**src/pcc_pkg.sv**
```systemverilog
/*
  Shared constants and types for the card configuration register interface:
  attribute-space offsets, variant codes, EEPROM strobe timing and core state.
  Assumes a 25 MHz reference clock and a host that holds its cycle stable.
*/
package pcc_pkg;

  // Bus widths and register count
  localparam int PCC_ADDR_W = 16;
  localparam int PCC_DATA_W = 8;
  localparam int PCC_NUM_CFG = 4;

  // Build variants
  localparam logic [1:0] PCC_VAR_FULL = 2'h0;
  localparam logic [1:0] PCC_VAR_TEST = 2'h1;
  localparam logic [1:0] PCC_VAR_SINGLE = 2'h2;
  localparam logic [1:0] PCC_VAR_QUAD = 2'h3;

  // Attribute-memory byte addresses of the configuration registers
  localparam logic [15:0] PCC_CFG_OFFSET [PCC_NUM_CFG] = '{
    16'h0100, 16'h0102, 16'h0104, 16'h0106
  };
  localparam logic [7:0] PCC_CFG_RESET = 8'h00;

  // Test-variant field positions
  localparam int PCC_TST0_LSB = 2;
  localparam int PCC_TST1_LSB = 1;
  localparam int PCC_TST3_MSB = 2;

  // Timing: clock period and EEPROM strobe widths in ns
  localparam int PCC_CLK_NS = 40;
  localparam int PCC_ROM_RD_NS = 250;
  localparam int PCC_ROM_WR_NS = 200;
  localparam int PCC_SYNC_STAGES = 2;
  // Least times round up; read adds the data synchroniser latency
  localparam int PCC_ROM_RD_CYC =
    (PCC_ROM_RD_NS + PCC_CLK_NS - 1) / PCC_CLK_NS + PCC_SYNC_STAGES;
  localparam int PCC_ROM_WR_CYC = (PCC_ROM_WR_NS + PCC_CLK_NS - 1) / PCC_CLK_NS;
  localparam int PCC_CNT_W = 4;

  typedef enum logic [1:0] {
    PCC_IDLE,
    PCC_ROM,
    PCC_HOLD
  } pcc_state_t;

  // All state of the core controller
  typedef struct packed {
    pcc_state_t st;
    logic [PCC_CNT_W-1:0] cnt;
    logic rd;
    logic wait_n;
    logic buf_dir;
    logic rom_cs_n;
    logic rom_oe_n;
    logic rom_we_n;
    logic [15:0] rom_addr;
    logic [7:0] rom_dout;
    logic rom_doe;
    logic [7:0] host_dout;
    logic host_doe;
    logic cfg_we;
    logic [1:0] cfg_idx;
    logic [7:0] cfg_wdata;
  } pcc_core_t;

endpackage

```
**src/pcc_top.sv**
```systemverilog
/*
  Card-side attribute-memory slave: function configuration registers and
  the path to the external card information EEPROM, in four build variants.
  Assumes host strobes are asynchronous and are synchronised here; the host
  keeps address, selects and data stable for the whole strobe.
*/
`timescale 1ns/1ps
`default_nettype none
// Overview of operation
// The full variant keeps four configuration registers as raw bits for outside logic.
// Registers sit at attribute addresses 100h, 102h, 104h, 106h, decoded only with attribute select and card select.
// The host can write each register and reads back the last value written.
// No register bit is interpreted or triggers anything inside the block.
// Other attribute accesses go to the EEPROM so the host can read and write it.
// EEPROM accesses assert the EEPROM chip select plus its output enable or write enable.
// The test variant drives out bits 7-2 of reg 0, 7-1 of reg 1, 7-0 of reg 2, 2-0 of reg 3.
// The single-register variant has register 0 only and no EEPROM path or chip select; here the ROM_CS_N pin is still kept and held high.
// The four-register variant has all four registers, no EEPROM path, but keeps the chip select pin.
// The host interface is a 16-bit address and 8-bit data qualified by four strobes.
// The block asserts wait to the host until the EEPROM access is complete.
// The transceiver direction points to the host in card reads and to the card otherwise.
// The host holds selects and address stable over the strobe and stretches it during wait.
// Host data is driven only while card select and read strobe are active on a selected address.
module pcc_top #(
  parameter logic [1:0] VARIANT = pcc_pkg::PCC_VAR_FULL
) (
  input wire logic REF_CLK, // 25 MHz reference clock
  input wire logic ARST_N, // Asynchronous reset, active low
  input wire logic CLK_EN, // Clock enable, freezes all state but the reset synchroniser when low
  input wire logic [15:0] HOST_ADDR, // Host address
  input wire logic [7:0] HOST_DATA_I, // Host data in
  output logic [7:0] HOST_DATA_O, // Host data out
  output logic HOST_DATA_OE, // Host data drive enable
  input wire logic CARD_SELECT_LOW_BYTE_N, // Card enable, active low
  input wire logic ATTR_SELECT_N, // Attribute memory select, active low
  input wire logic HOST_READ_STROBE_N, // Output enable from host, active low
  input wire logic HOST_WRITE_STROBE_N, // Write enable from host, active low
  output logic HOST_WAIT_N, // Wait to host, active low
  output logic BUF_DIR, // Transceiver direction, high toward host
  output logic ROM_CS_N, // EEPROM chip select, active low
  output logic ROM_OE_N, // EEPROM output enable, active low
  output logic ROM_WE_N, // EEPROM write enable, active low
  output logic [15:0] ROM_ADDR, // EEPROM address
  input wire logic [7:0] ROM_DATA_I, // EEPROM data in
  output logic [7:0] ROM_DATA_O, // EEPROM data out
  output logic ROM_DATA_OE, // EEPROM data drive enable
  output logic [7:0] CFG0_Q, // Register 0 raw bits
  output logic [7:0] CFG1_Q, // Register 1 raw bits
  output logic [7:0] CFG2_Q, // Register 2 raw bits
  output logic [7:0] CFG3_Q, // Register 3 raw bits
  output logic [5:0] TEST_CFG0_BITS, // Register 0 bits 7-2, test variant
  output logic [6:0] TEST_CFG1_BITS, // Register 1 bits 7-1, test variant
  output logic [7:0] TEST_CFG2_BITS, // Register 2 bits 7-0, test variant
  output logic [2:0] TEST_CFG3_BITS // Register 3 bits 2-0, test variant
);
  import pcc_pkg::*;

  // Variant properties fixed at elaboration
  localparam bit HAS_ROM = (VARIANT == PCC_VAR_FULL) || (VARIANT == PCC_VAR_TEST);
  localparam int NUM_REGS = (VARIANT == PCC_VAR_SINGLE) ? 1 : PCC_NUM_CFG;
  localparam logic [PCC_CNT_W-1:0] RD_LOAD = PCC_CNT_W'(PCC_ROM_RD_CYC - 1);
  localparam logic [PCC_CNT_W-1:0] WR_LOAD = PCC_CNT_W'(PCC_ROM_WR_CYC - 1);

  // Reset release synchroniser; both flops take only constants on reset
  logic rst_meta_n;
  logic rst_n;

  always_ff @(posedge REF_CLK or negedge ARST_N) begin
    if (!ARST_N) begin
      rst_meta_n <= 1'b0;
      rst_n <= 1'b0;
    end else begin
      rst_meta_n <= 1'b1;
      rst_n <= rst_meta_n;
    end
  end

  // Synchronised pins
  logic [15:0] addr_s;
  logic [7:0] hdata_s;
  logic [7:0] rdata_s;
  logic [3:0] strb_s;
  logic ce_n_s;
  logic attr_n_s;
  logic oe_n_s;
  logic we_n_s;

  pcc_sync #(.W(16), .INIT(16'h0000)) u_sync_addr (
    .clk(REF_CLK),
    .rst_n(rst_n),
    .en(CLK_EN),
    .d(HOST_ADDR),
    .q(addr_s)
  );

  pcc_sync #(.W(8), .INIT(8'h00)) u_sync_hdata (
    .clk(REF_CLK),
    .rst_n(rst_n),
    .en(CLK_EN),
    .d(HOST_DATA_I),
    .q(hdata_s)
  );

  pcc_sync #(.W(8), .INIT(8'h00)) u_sync_rdata (
    .clk(REF_CLK),
    .rst_n(rst_n),
    .en(CLK_EN),
    .d(ROM_DATA_I),
    .q(rdata_s)
  );

  // Strobes rest inactive (high) out of reset
  pcc_sync #(.W(4), .INIT(4'hF)) u_sync_strb (
    .clk(REF_CLK),
    .rst_n(rst_n),
    .en(CLK_EN),
    .d({CARD_SELECT_LOW_BYTE_N, ATTR_SELECT_N, HOST_READ_STROBE_N, HOST_WRITE_STROBE_N}),
    .q(strb_s)
  );

  assign ce_n_s = strb_s[3];
  assign attr_n_s = strb_s[2];
  assign oe_n_s = strb_s[1];
  assign we_n_s = strb_s[0];

  // Register storage
  logic [PCC_NUM_CFG*8-1:0] cfg_words;
  pcc_core_t q;
  pcc_core_t d;

  pcc_cfg_bank #(.N(NUM_REGS)) u_bank (
    .clk(REF_CLK),
    .rst_n(rst_n),
    .en(CLK_EN),
    .we(q.cfg_we),
    .idx(q.cfg_idx),
    .wdata(q.cfg_wdata),
    .words(cfg_words)
  );

  // Attribute cycle qualification and register address decode
  logic attr_acc;
  logic rd_req;
  logic wr_req;
  logic cfg_hit;
  logic [1:0] cfg_sel;

  always_comb begin
    attr_acc = !ce_n_s && !attr_n_s;
    rd_req = attr_acc && !oe_n_s;
    wr_req = attr_acc && !we_n_s;
    cfg_hit = 1'b0;
    cfg_sel = 2'h0;
    for (int i = 0; i < NUM_REGS; i++) begin
      if (addr_s == PCC_CFG_OFFSET[i]) begin
        cfg_hit = 1'b1;
        cfg_sel = 2'(i);
      end
    end
  end

  // Controller next state
  always_comb begin
    d = q;
    d.cfg_we = 1'b0;
    case (q.st)
      PCC_IDLE: begin
        d.wait_n = 1'b1;
        if (rd_req || wr_req) begin
          d.rd = rd_req;
          d.st = PCC_HOLD;
          if (cfg_hit) begin
            if (wr_req) begin
              d.cfg_we = 1'b1;
              d.cfg_idx = cfg_sel;
              d.cfg_wdata = hdata_s;
            end else begin
              d.host_dout = cfg_words[cfg_sel*8 +: 8];
              d.host_doe = 1'b1;
              d.buf_dir = 1'b1;
            end
          end else if (HAS_ROM) begin
            // Unmapped attribute space belongs to the EEPROM
            d.st = PCC_ROM;
            d.rom_cs_n = 1'b0;
            d.rom_oe_n = !rd_req;
            d.rom_we_n = rd_req;
            d.rom_addr = addr_s;
            d.rom_dout = hdata_s;
            d.rom_doe = !rd_req;
            d.wait_n = 1'b0;
            d.buf_dir = rd_req;
            d.cnt = rd_req ? RD_LOAD : WR_LOAD;
          end
        end
      end
      PCC_ROM: begin
        if (!(rd_req || wr_req)) begin
          // Host gave up early; end the EEPROM strobe cleanly
          d.st = PCC_IDLE;
          d.rom_cs_n = 1'b1;
          d.rom_oe_n = 1'b1;
          d.rom_we_n = 1'b1;
          d.rom_doe = 1'b0;
          d.wait_n = 1'b1;
          d.buf_dir = 1'b0;
        end else if (q.cnt == '0) begin
          d.st = PCC_HOLD;
          d.rom_cs_n = 1'b1;
          d.rom_oe_n = 1'b1;
          d.rom_we_n = 1'b1;
          d.rom_doe = 1'b0;
          d.wait_n = 1'b1;
          if (q.rd) begin
            d.host_dout = rdata_s;
            d.host_doe = 1'b1;
          end
        end else begin
          d.cnt = q.cnt - 1'b1;
        end
      end
      PCC_HOLD: begin
        // Wait for the host to end the cycle; data is released with it
        if (!(rd_req || wr_req)) begin
          d.st = PCC_IDLE;
          d.host_doe = 1'b0;
          d.buf_dir = 1'b0;
        end
      end
      default: begin
        d.st = PCC_IDLE;
      end
    endcase
  end

  // Controller state register
  always_ff @(posedge REF_CLK or negedge rst_n) begin
    if (!rst_n) begin
      q <= '{st: PCC_IDLE, cnt: '0, rd: 1'b0, wait_n: 1'b1, buf_dir: 1'b0,
             rom_cs_n: 1'b1, rom_oe_n: 1'b1, rom_we_n: 1'b1, rom_addr: 16'h0000,
             rom_dout: 8'h00, rom_doe: 1'b0, host_dout: 8'h00, host_doe: 1'b0,
             cfg_we: 1'b0, cfg_idx: 2'h0, cfg_wdata: 8'h00};
    end else if (CLK_EN) begin
      q <= d;
    end
  end

  // Outputs straight from flops
  assign HOST_DATA_O = q.host_dout;
  assign HOST_DATA_OE = q.host_doe;
  assign HOST_WAIT_N = q.wait_n;
  assign BUF_DIR = q.buf_dir;
  assign ROM_CS_N = q.rom_cs_n;
  assign ROM_OE_N = q.rom_oe_n;
  assign ROM_WE_N = q.rom_we_n;
  assign ROM_ADDR = q.rom_addr;
  assign ROM_DATA_O = q.rom_dout;
  assign ROM_DATA_OE = q.rom_doe;

  // Raw register bits for user decode
  assign CFG0_Q = cfg_words[7:0];
  assign CFG1_Q = cfg_words[15:8];
  assign CFG2_Q = cfg_words[23:16];
  assign CFG3_Q = cfg_words[31:24];

  // Test taps only exist in the test variant; elsewhere they hold zero
  if (VARIANT == PCC_VAR_TEST) begin : g_test
    assign TEST_CFG0_BITS = cfg_words[7:PCC_TST0_LSB];
    assign TEST_CFG1_BITS = cfg_words[15:8+PCC_TST1_LSB];
    assign TEST_CFG2_BITS = cfg_words[23:16];
    assign TEST_CFG3_BITS = cfg_words[24+PCC_TST3_MSB:24];
  end else begin : g_notest
    assign TEST_CFG0_BITS = 6'h00;
    assign TEST_CFG1_BITS = 7'h00;
    assign TEST_CFG2_BITS = 8'h00;
    assign TEST_CFG3_BITS = 3'h0;
  end

endmodule
`default_nettype wire

```
**src/pcc_sync.sv**
```systemverilog
/*
  Two-flop synchroniser for a group of pin inputs.
  Assumes multi-bit groups are held stable by the sender while sampled.
*/
`timescale 1ns/1ps
`default_nettype none
module pcc_sync #(
  parameter int W = 1,
  parameter logic [W-1:0] INIT = '0
) (
  input wire logic clk, // Reference clock
  input wire logic rst_n, // Synchronised reset, active low
  input wire logic en, // Clock enable
  input wire logic [W-1:0] d, // Asynchronous input
  output logic [W-1:0] q // Synchronised output
);

  typedef struct packed {
    logic [W-1:0] meta;
    logic [W-1:0] sync;
  } pcc_sync_t;

  pcc_sync_t s_q;
  pcc_sync_t s_d;

  // First stage feeds only the second
  always_comb begin
    s_d = s_q;
    s_d.meta = d;
    s_d.sync = s_q.meta;
  end

  always_ff @(posedge clk or negedge rst_n) begin
    if (!rst_n) begin
      s_q <= {INIT, INIT};
    end else if (en) begin
      s_q <= s_d;
    end
  end

  assign q = s_q.sync;

endmodule
`default_nettype wire

```
**src/pcc_cfg_bank.sv**
```systemverilog
/*
  Configuration register storage: four byte-wide entries, of which the first
  N exist; the rest read as the reset value. Bits are stored, never decoded.
  Assumes one write pulse per host write from the controller.
*/
`timescale 1ns/1ps
`default_nettype none
module pcc_cfg_bank #(
  parameter int N = 4
) (
  input wire logic clk, // Reference clock
  input wire logic rst_n, // Synchronised reset, active low
  input wire logic en, // Clock enable
  input wire logic we, // One-cycle write pulse
  input wire logic [1:0] idx, // Register index
  input wire logic [7:0] wdata, // Write data
  output logic [pcc_pkg::PCC_NUM_CFG*8-1:0] words // All entries, entry 0 lowest
);
  import pcc_pkg::*;

  // One entry per register; absent entries stay constant
  for (genvar i = 0; i < PCC_NUM_CFG; i++) begin : g_ent
    if (i < N) begin : g_real
      logic [7:0] ent_q;
      logic [7:0] ent_d;
      always_comb begin
        ent_d = ent_q;
        if (we && idx == 2'(i)) begin
          ent_d = wdata;
        end
      end
      always_ff @(posedge clk or negedge rst_n) begin
        if (!rst_n) begin
          ent_q <= PCC_CFG_RESET;
        end else if (en) begin
          ent_q <= ent_d;
        end
      end
      assign words[i*8 +: 8] = ent_q;
    end else begin : g_none
      assign words[i*8 +: 8] = PCC_CFG_RESET;
    end
  end

endmodule
`default_nettype wire

```
**config.mk**
```make
export PLATFORM = sky130hd
export DESIGN_NAME = pcc_top
export DESIGN_NICKNAME = d
export VERILOG_FILES = /design/src/pcc_pkg.sv /design/src/pcc_top.sv /design/src/pcc_sync.sv /design/src/pcc_cfg_bank.sv
export SDC_FILE = /design/constraint.sdc
export NUM_CORES = 1
export LEC_CHECK = 0
export BUFFER_PORTS_ARGS = -buffer_cell sky130_fd_sc_hd__buf_2
export CAP_MARGIN = 20
export CORE_UTILIZATION = 56
export DETAILED_ROUTE_END_ITERATION = 8
export PLACE_DENSITY = 0.8
export SYNTH_ARGS = -nofsm -noshare
export SYNTH_HDL_FRONTEND = slang
export SYNTH_SLANG_ARGS = --single-unit
```
**constraint.sdc**
```tcl
create_clock -name REF_CLK -period 6.75 [get_ports REF_CLK]
set_input_delay 0.3375 -clock REF_CLK [delete_from_list [all_inputs] [get_ports REF_CLK]]
set_output_delay 0.3375 -clock REF_CLK [all_outputs]
set_load 0.005 [all_outputs]
```
==> flow_metrics.env <==
export IMPL_status="complete, no violations"
export IMPL_grt_total_usage_pct=24.1
export IMPL_hold_depth=2
export IMPL_area_growth_pct=12.9
export IMPL_crit_fanout=31
export IMPL_cts_tree="done"
export IMPL_crit_path_cell_trace="inv_1, ha_1, inv_1, nor2_1, o211ai_2, mux2_1"
export IMPL_syn_instance_count=608
export IMPL_pin_count=134
export IMPL_htree_levels=4
export IMPL_yosysWarningCount=0
export IMPL_dieHeight_um=117
export IMPL_clock_sinks=163
export IMPL_multiInputGateArea_sq_mm=0.00277
export IMPL_clock_fmax_mhz=349
export IMPL_grt_max_degree=87
export IMPL_rr_worst_depth=6
export IMPL_drive_gt1_share_pct=37.6
export IMPL_startpoint_type="flop"
export IMPL_layout_cells_non_filler=863
export IMPL_critPathRequiredTime_ns=7.06
export IMPL_power_density_mw_per_mm2=337
export IMPL_dp_cells=828
export IMPL_nets=722
export IMPL_dieArea_sq_mm=0.0136
export IMPL_netlist_area_leader_share_pct=51.4
export IMPL_dr_first_iter_drc_count=301
export IMPL_grt_pass1_vias=4817
export IMPL_cpPeakStageDelay_ns=0.89
export IMPL_crit_slowest_cell="ha_1"
export IMPL_fin_skew_ns=0.0142
export IMPL_grt_pass1_wl_mm=24.1
export IMPL_dp_final_hpwl_mm=10.3
export IMPL_timing_rr_end="HOST_DATA_O[0]"
export IMPL_vias_per_cell=5.53
export IMPL_rr_startpoint="q[56]"
export IMPL_maxCapViolations=0
export IMPL_synth_edf_count=0
export IMPL_clock_latency_ns=0.43
export IMPL_synth_area_leaders="dfrtp_1 51%, mux2_2 14%, buf_4 5.9%, nand2_1 5.9%, dfstp_2 4.3%"
export IMPL_rows=41
export IMPL_antenna_found_initial=0
export IMPL_ant_nets=0
export IMPL_synth_most_common_cell="dfrtp_1"
export IMPL_start_util_pct=57.8
export IMPL_ys_types=52
export IMPL_core_area_sq_mm=0.0127
export IMPL_min_to="u_sync_hdata.s_d[1]"
export IMPL_drv_slew=0
export IMPL_wl_per_cell_um=17.8
export IMPL_register_area_sq_mm=0.00410
export IMPL_hp_start="HOST_DATA_I[1]"
export IMPL_cts_buffers=17
export IMPL_period_share_pct=42.4
export IMPL_grt_ovfl_total=0
export IMPL_rsz0062_at_grt="no"
export IMPL_place_area_sq_mm=0.00767
export IMPL_cts_hold_fix_buffers=1
export IMPL_p_leak_nw=4.12
export IMPL_min_period_ns=2.86
export IMPL_ys_seq_area_share_pct=55.7
export IMPL_fillers=972
export IMPL_stdcell_area_sq_mm=0.00831
export IMPL_diodes=0
export IMPL_synth_seq_cells=163
export IMPL_dr_pass1_iters=4
export IMPL_netlist_top_cell_by_area="dfrtp_1"
export IMPL_cpMostUsedCell="inv_1"
export IMPL_root_buffer="clkbuf_16"
export IMPL_vias=4772
export IMPL_hold_viol=0
export IMPL_cts_setup_buffers=0
export IMPL_totalWireLength_mm=15.4
export IMPL_total_power_mw=2.80
export IMPL_synth_common_cells="151 x dfrtp_1, 116 x nand2_1, 91 x mux2_2, 58 x buf_4, 25 x mux2_1"
export IMPL_fin_ws_ns=3.89
export IMPL_syn_area_sq_mm=0.00735
export IMPL_worstSetupPathType="flop to flop"
export IMPL_globalplace_congestion=0.823
export IMPL_clk_pin_slew_ns=0.06
export IMPL_dpl_worst_slack_ns=3.88
export IMPL_ctsResizeCount=0
export IMPL_slew_headroom_pct=24.4
export IMPL_ys_flop_type="dfrtp_1"
export IMPL_worstSetupEndpointType="flop"
export IMPL_setup_violations=0
export IMPL_die_w_um=117
export IMPL_hold_class="input pin to flop"
export IMPL_reg2reg_setup_slack_ns=3.89
export IMPL_drc=0
export IMPL_finalSetupTns_ns=0
export IMPL_io_buffers=109
export IMPL_crit_arrival_ns=3.17
export IMPL_synth_async_sr_flop_share_pct=100
export IMPL_worst_pin_slew_ns=1.13
export IMPL_ir_worst_vdd_mv=0.219
export IMPL_avgSynthCellArea_sq_um=12.1
export IMPL_cts_buffer_depth=2
cells by family after synthesis:
| group | after synthesis | share of synthesized area (%) |
|---|---|---|
| DFF | 163 | 55.7 |
| and+or+nand+nor | 160 | 10.6 |
| muxes | 116 | 17.8 |
| buffers and inverters | 94 | 7.91 |
| AOI/OAI and AO/OA | 68 | 7.08 |
| adders and majority gates | 5 | 0.851 |
| other | 2 | 0.102 |
metal layers:
layer | share of wire [%] | GRT usage (%) | vias to the layer above
met5 | 0 | 0 | -
met4 | 2.2 | 12.0 | 0
met3 | 6.4 | 6.85 | 26
met2 | 50 | 39.3 | 162
met1 | 42 | 29.5 | 2415
li1 | - | - | 2169
critical path, delay by kind of cell (launching register included):
family                   cells  cell delay [ns]
buffers and inverters        2             0.39
multiplexers                 1             0.42
flip-flops                   1             0.42
AND/OR/NAND/NOR              1             0.31
AO/OA/AOI/OAI                1             0.31
adder cells (fa/ha/maj)      1             0.89
placed cells by master, fill, tap and decap left out, types with 4 or more instances in the layout:
master       n
inv_1        9
a21oi_1     15
nand3_1      5
clkbuf_16   17
conb_1      25
ha_1         5
mux2_1      25
o21ai_1      9
nor2_1      15
buf_2      108
mux2_2      91
dfstp_2     12
a221oi_1     8
clkbuf_8     6
clkinv_2     4
o221ai_1     8
dfrtp_1    150
nand2_1    116
o211a_1      8
where the power goes:
group          total [mW]  internal [mW]  leakage [nW]  switching (mW)
registers            1.29           1.16          2.04           0.132
logic               0.571          0.261          1.79           0.310
clock network       0.936          0.564         0.288           0.372
total                2.80           1.98          4.12           0.814
flip-flops by register name, indices dropped and copies added, names as in the netlist, 4 cells and up:
signal                     count
u_bank.g_ent.g_real.ent_q     32
q                             18
ROM_ADDR                      16
u_sync_addr.q                 16
u_sync_addr.s_d               16
HOST_DATA_O                    8
ROM_DATA_O                     8
u_sync_hdata.q                 8
u_sync_hdata.s_d               8
u_sync_rdata.q                 8
u_sync_rdata.s_d               8
u_sync_strb.q                  4
u_sync_strb.s_d                4
per-stage QoR:
step	hold WS (ns)	util [%]
after floorplan	0.0419	-
after global placement	0.122	60.3
after detailed placement	0.124	60.3
after CTS	0.130	64.9
after global routing	0.133	65.3
final	0.138	65.3
cell type report:
class,instances,area share (%)
clock buffer,24,6.16
tap,172,2.59
clock inverter,8,0.889
multi-input combinational,374,33.3
inverter,9,0.407
sequential,163,49.3
timing repair buffer,113,7.32
how the worst max path moves through the flow:
stage | start | end | slack [ns] | depth (start not counted)
2_1_floorplan | rst_n | BUF_DIR | 1.89 | 0
3_3_place_gp | CLK_EN | ROM_DATA_OE | 4.03 | 5
3_5_place_dp | CLK_EN | ROM_DATA_OE | 3.88 | 5
4_1_cts | q[56] | HOST_DATA_O[2] | 3.91 | 6
5_1_grt | q[56] | HOST_DATA_O[2] | 3.73 | 6
6_report | q[56] | HOST_DATA_O[0] | 3.89 | 6
Power figures use the tool's default switching activity.
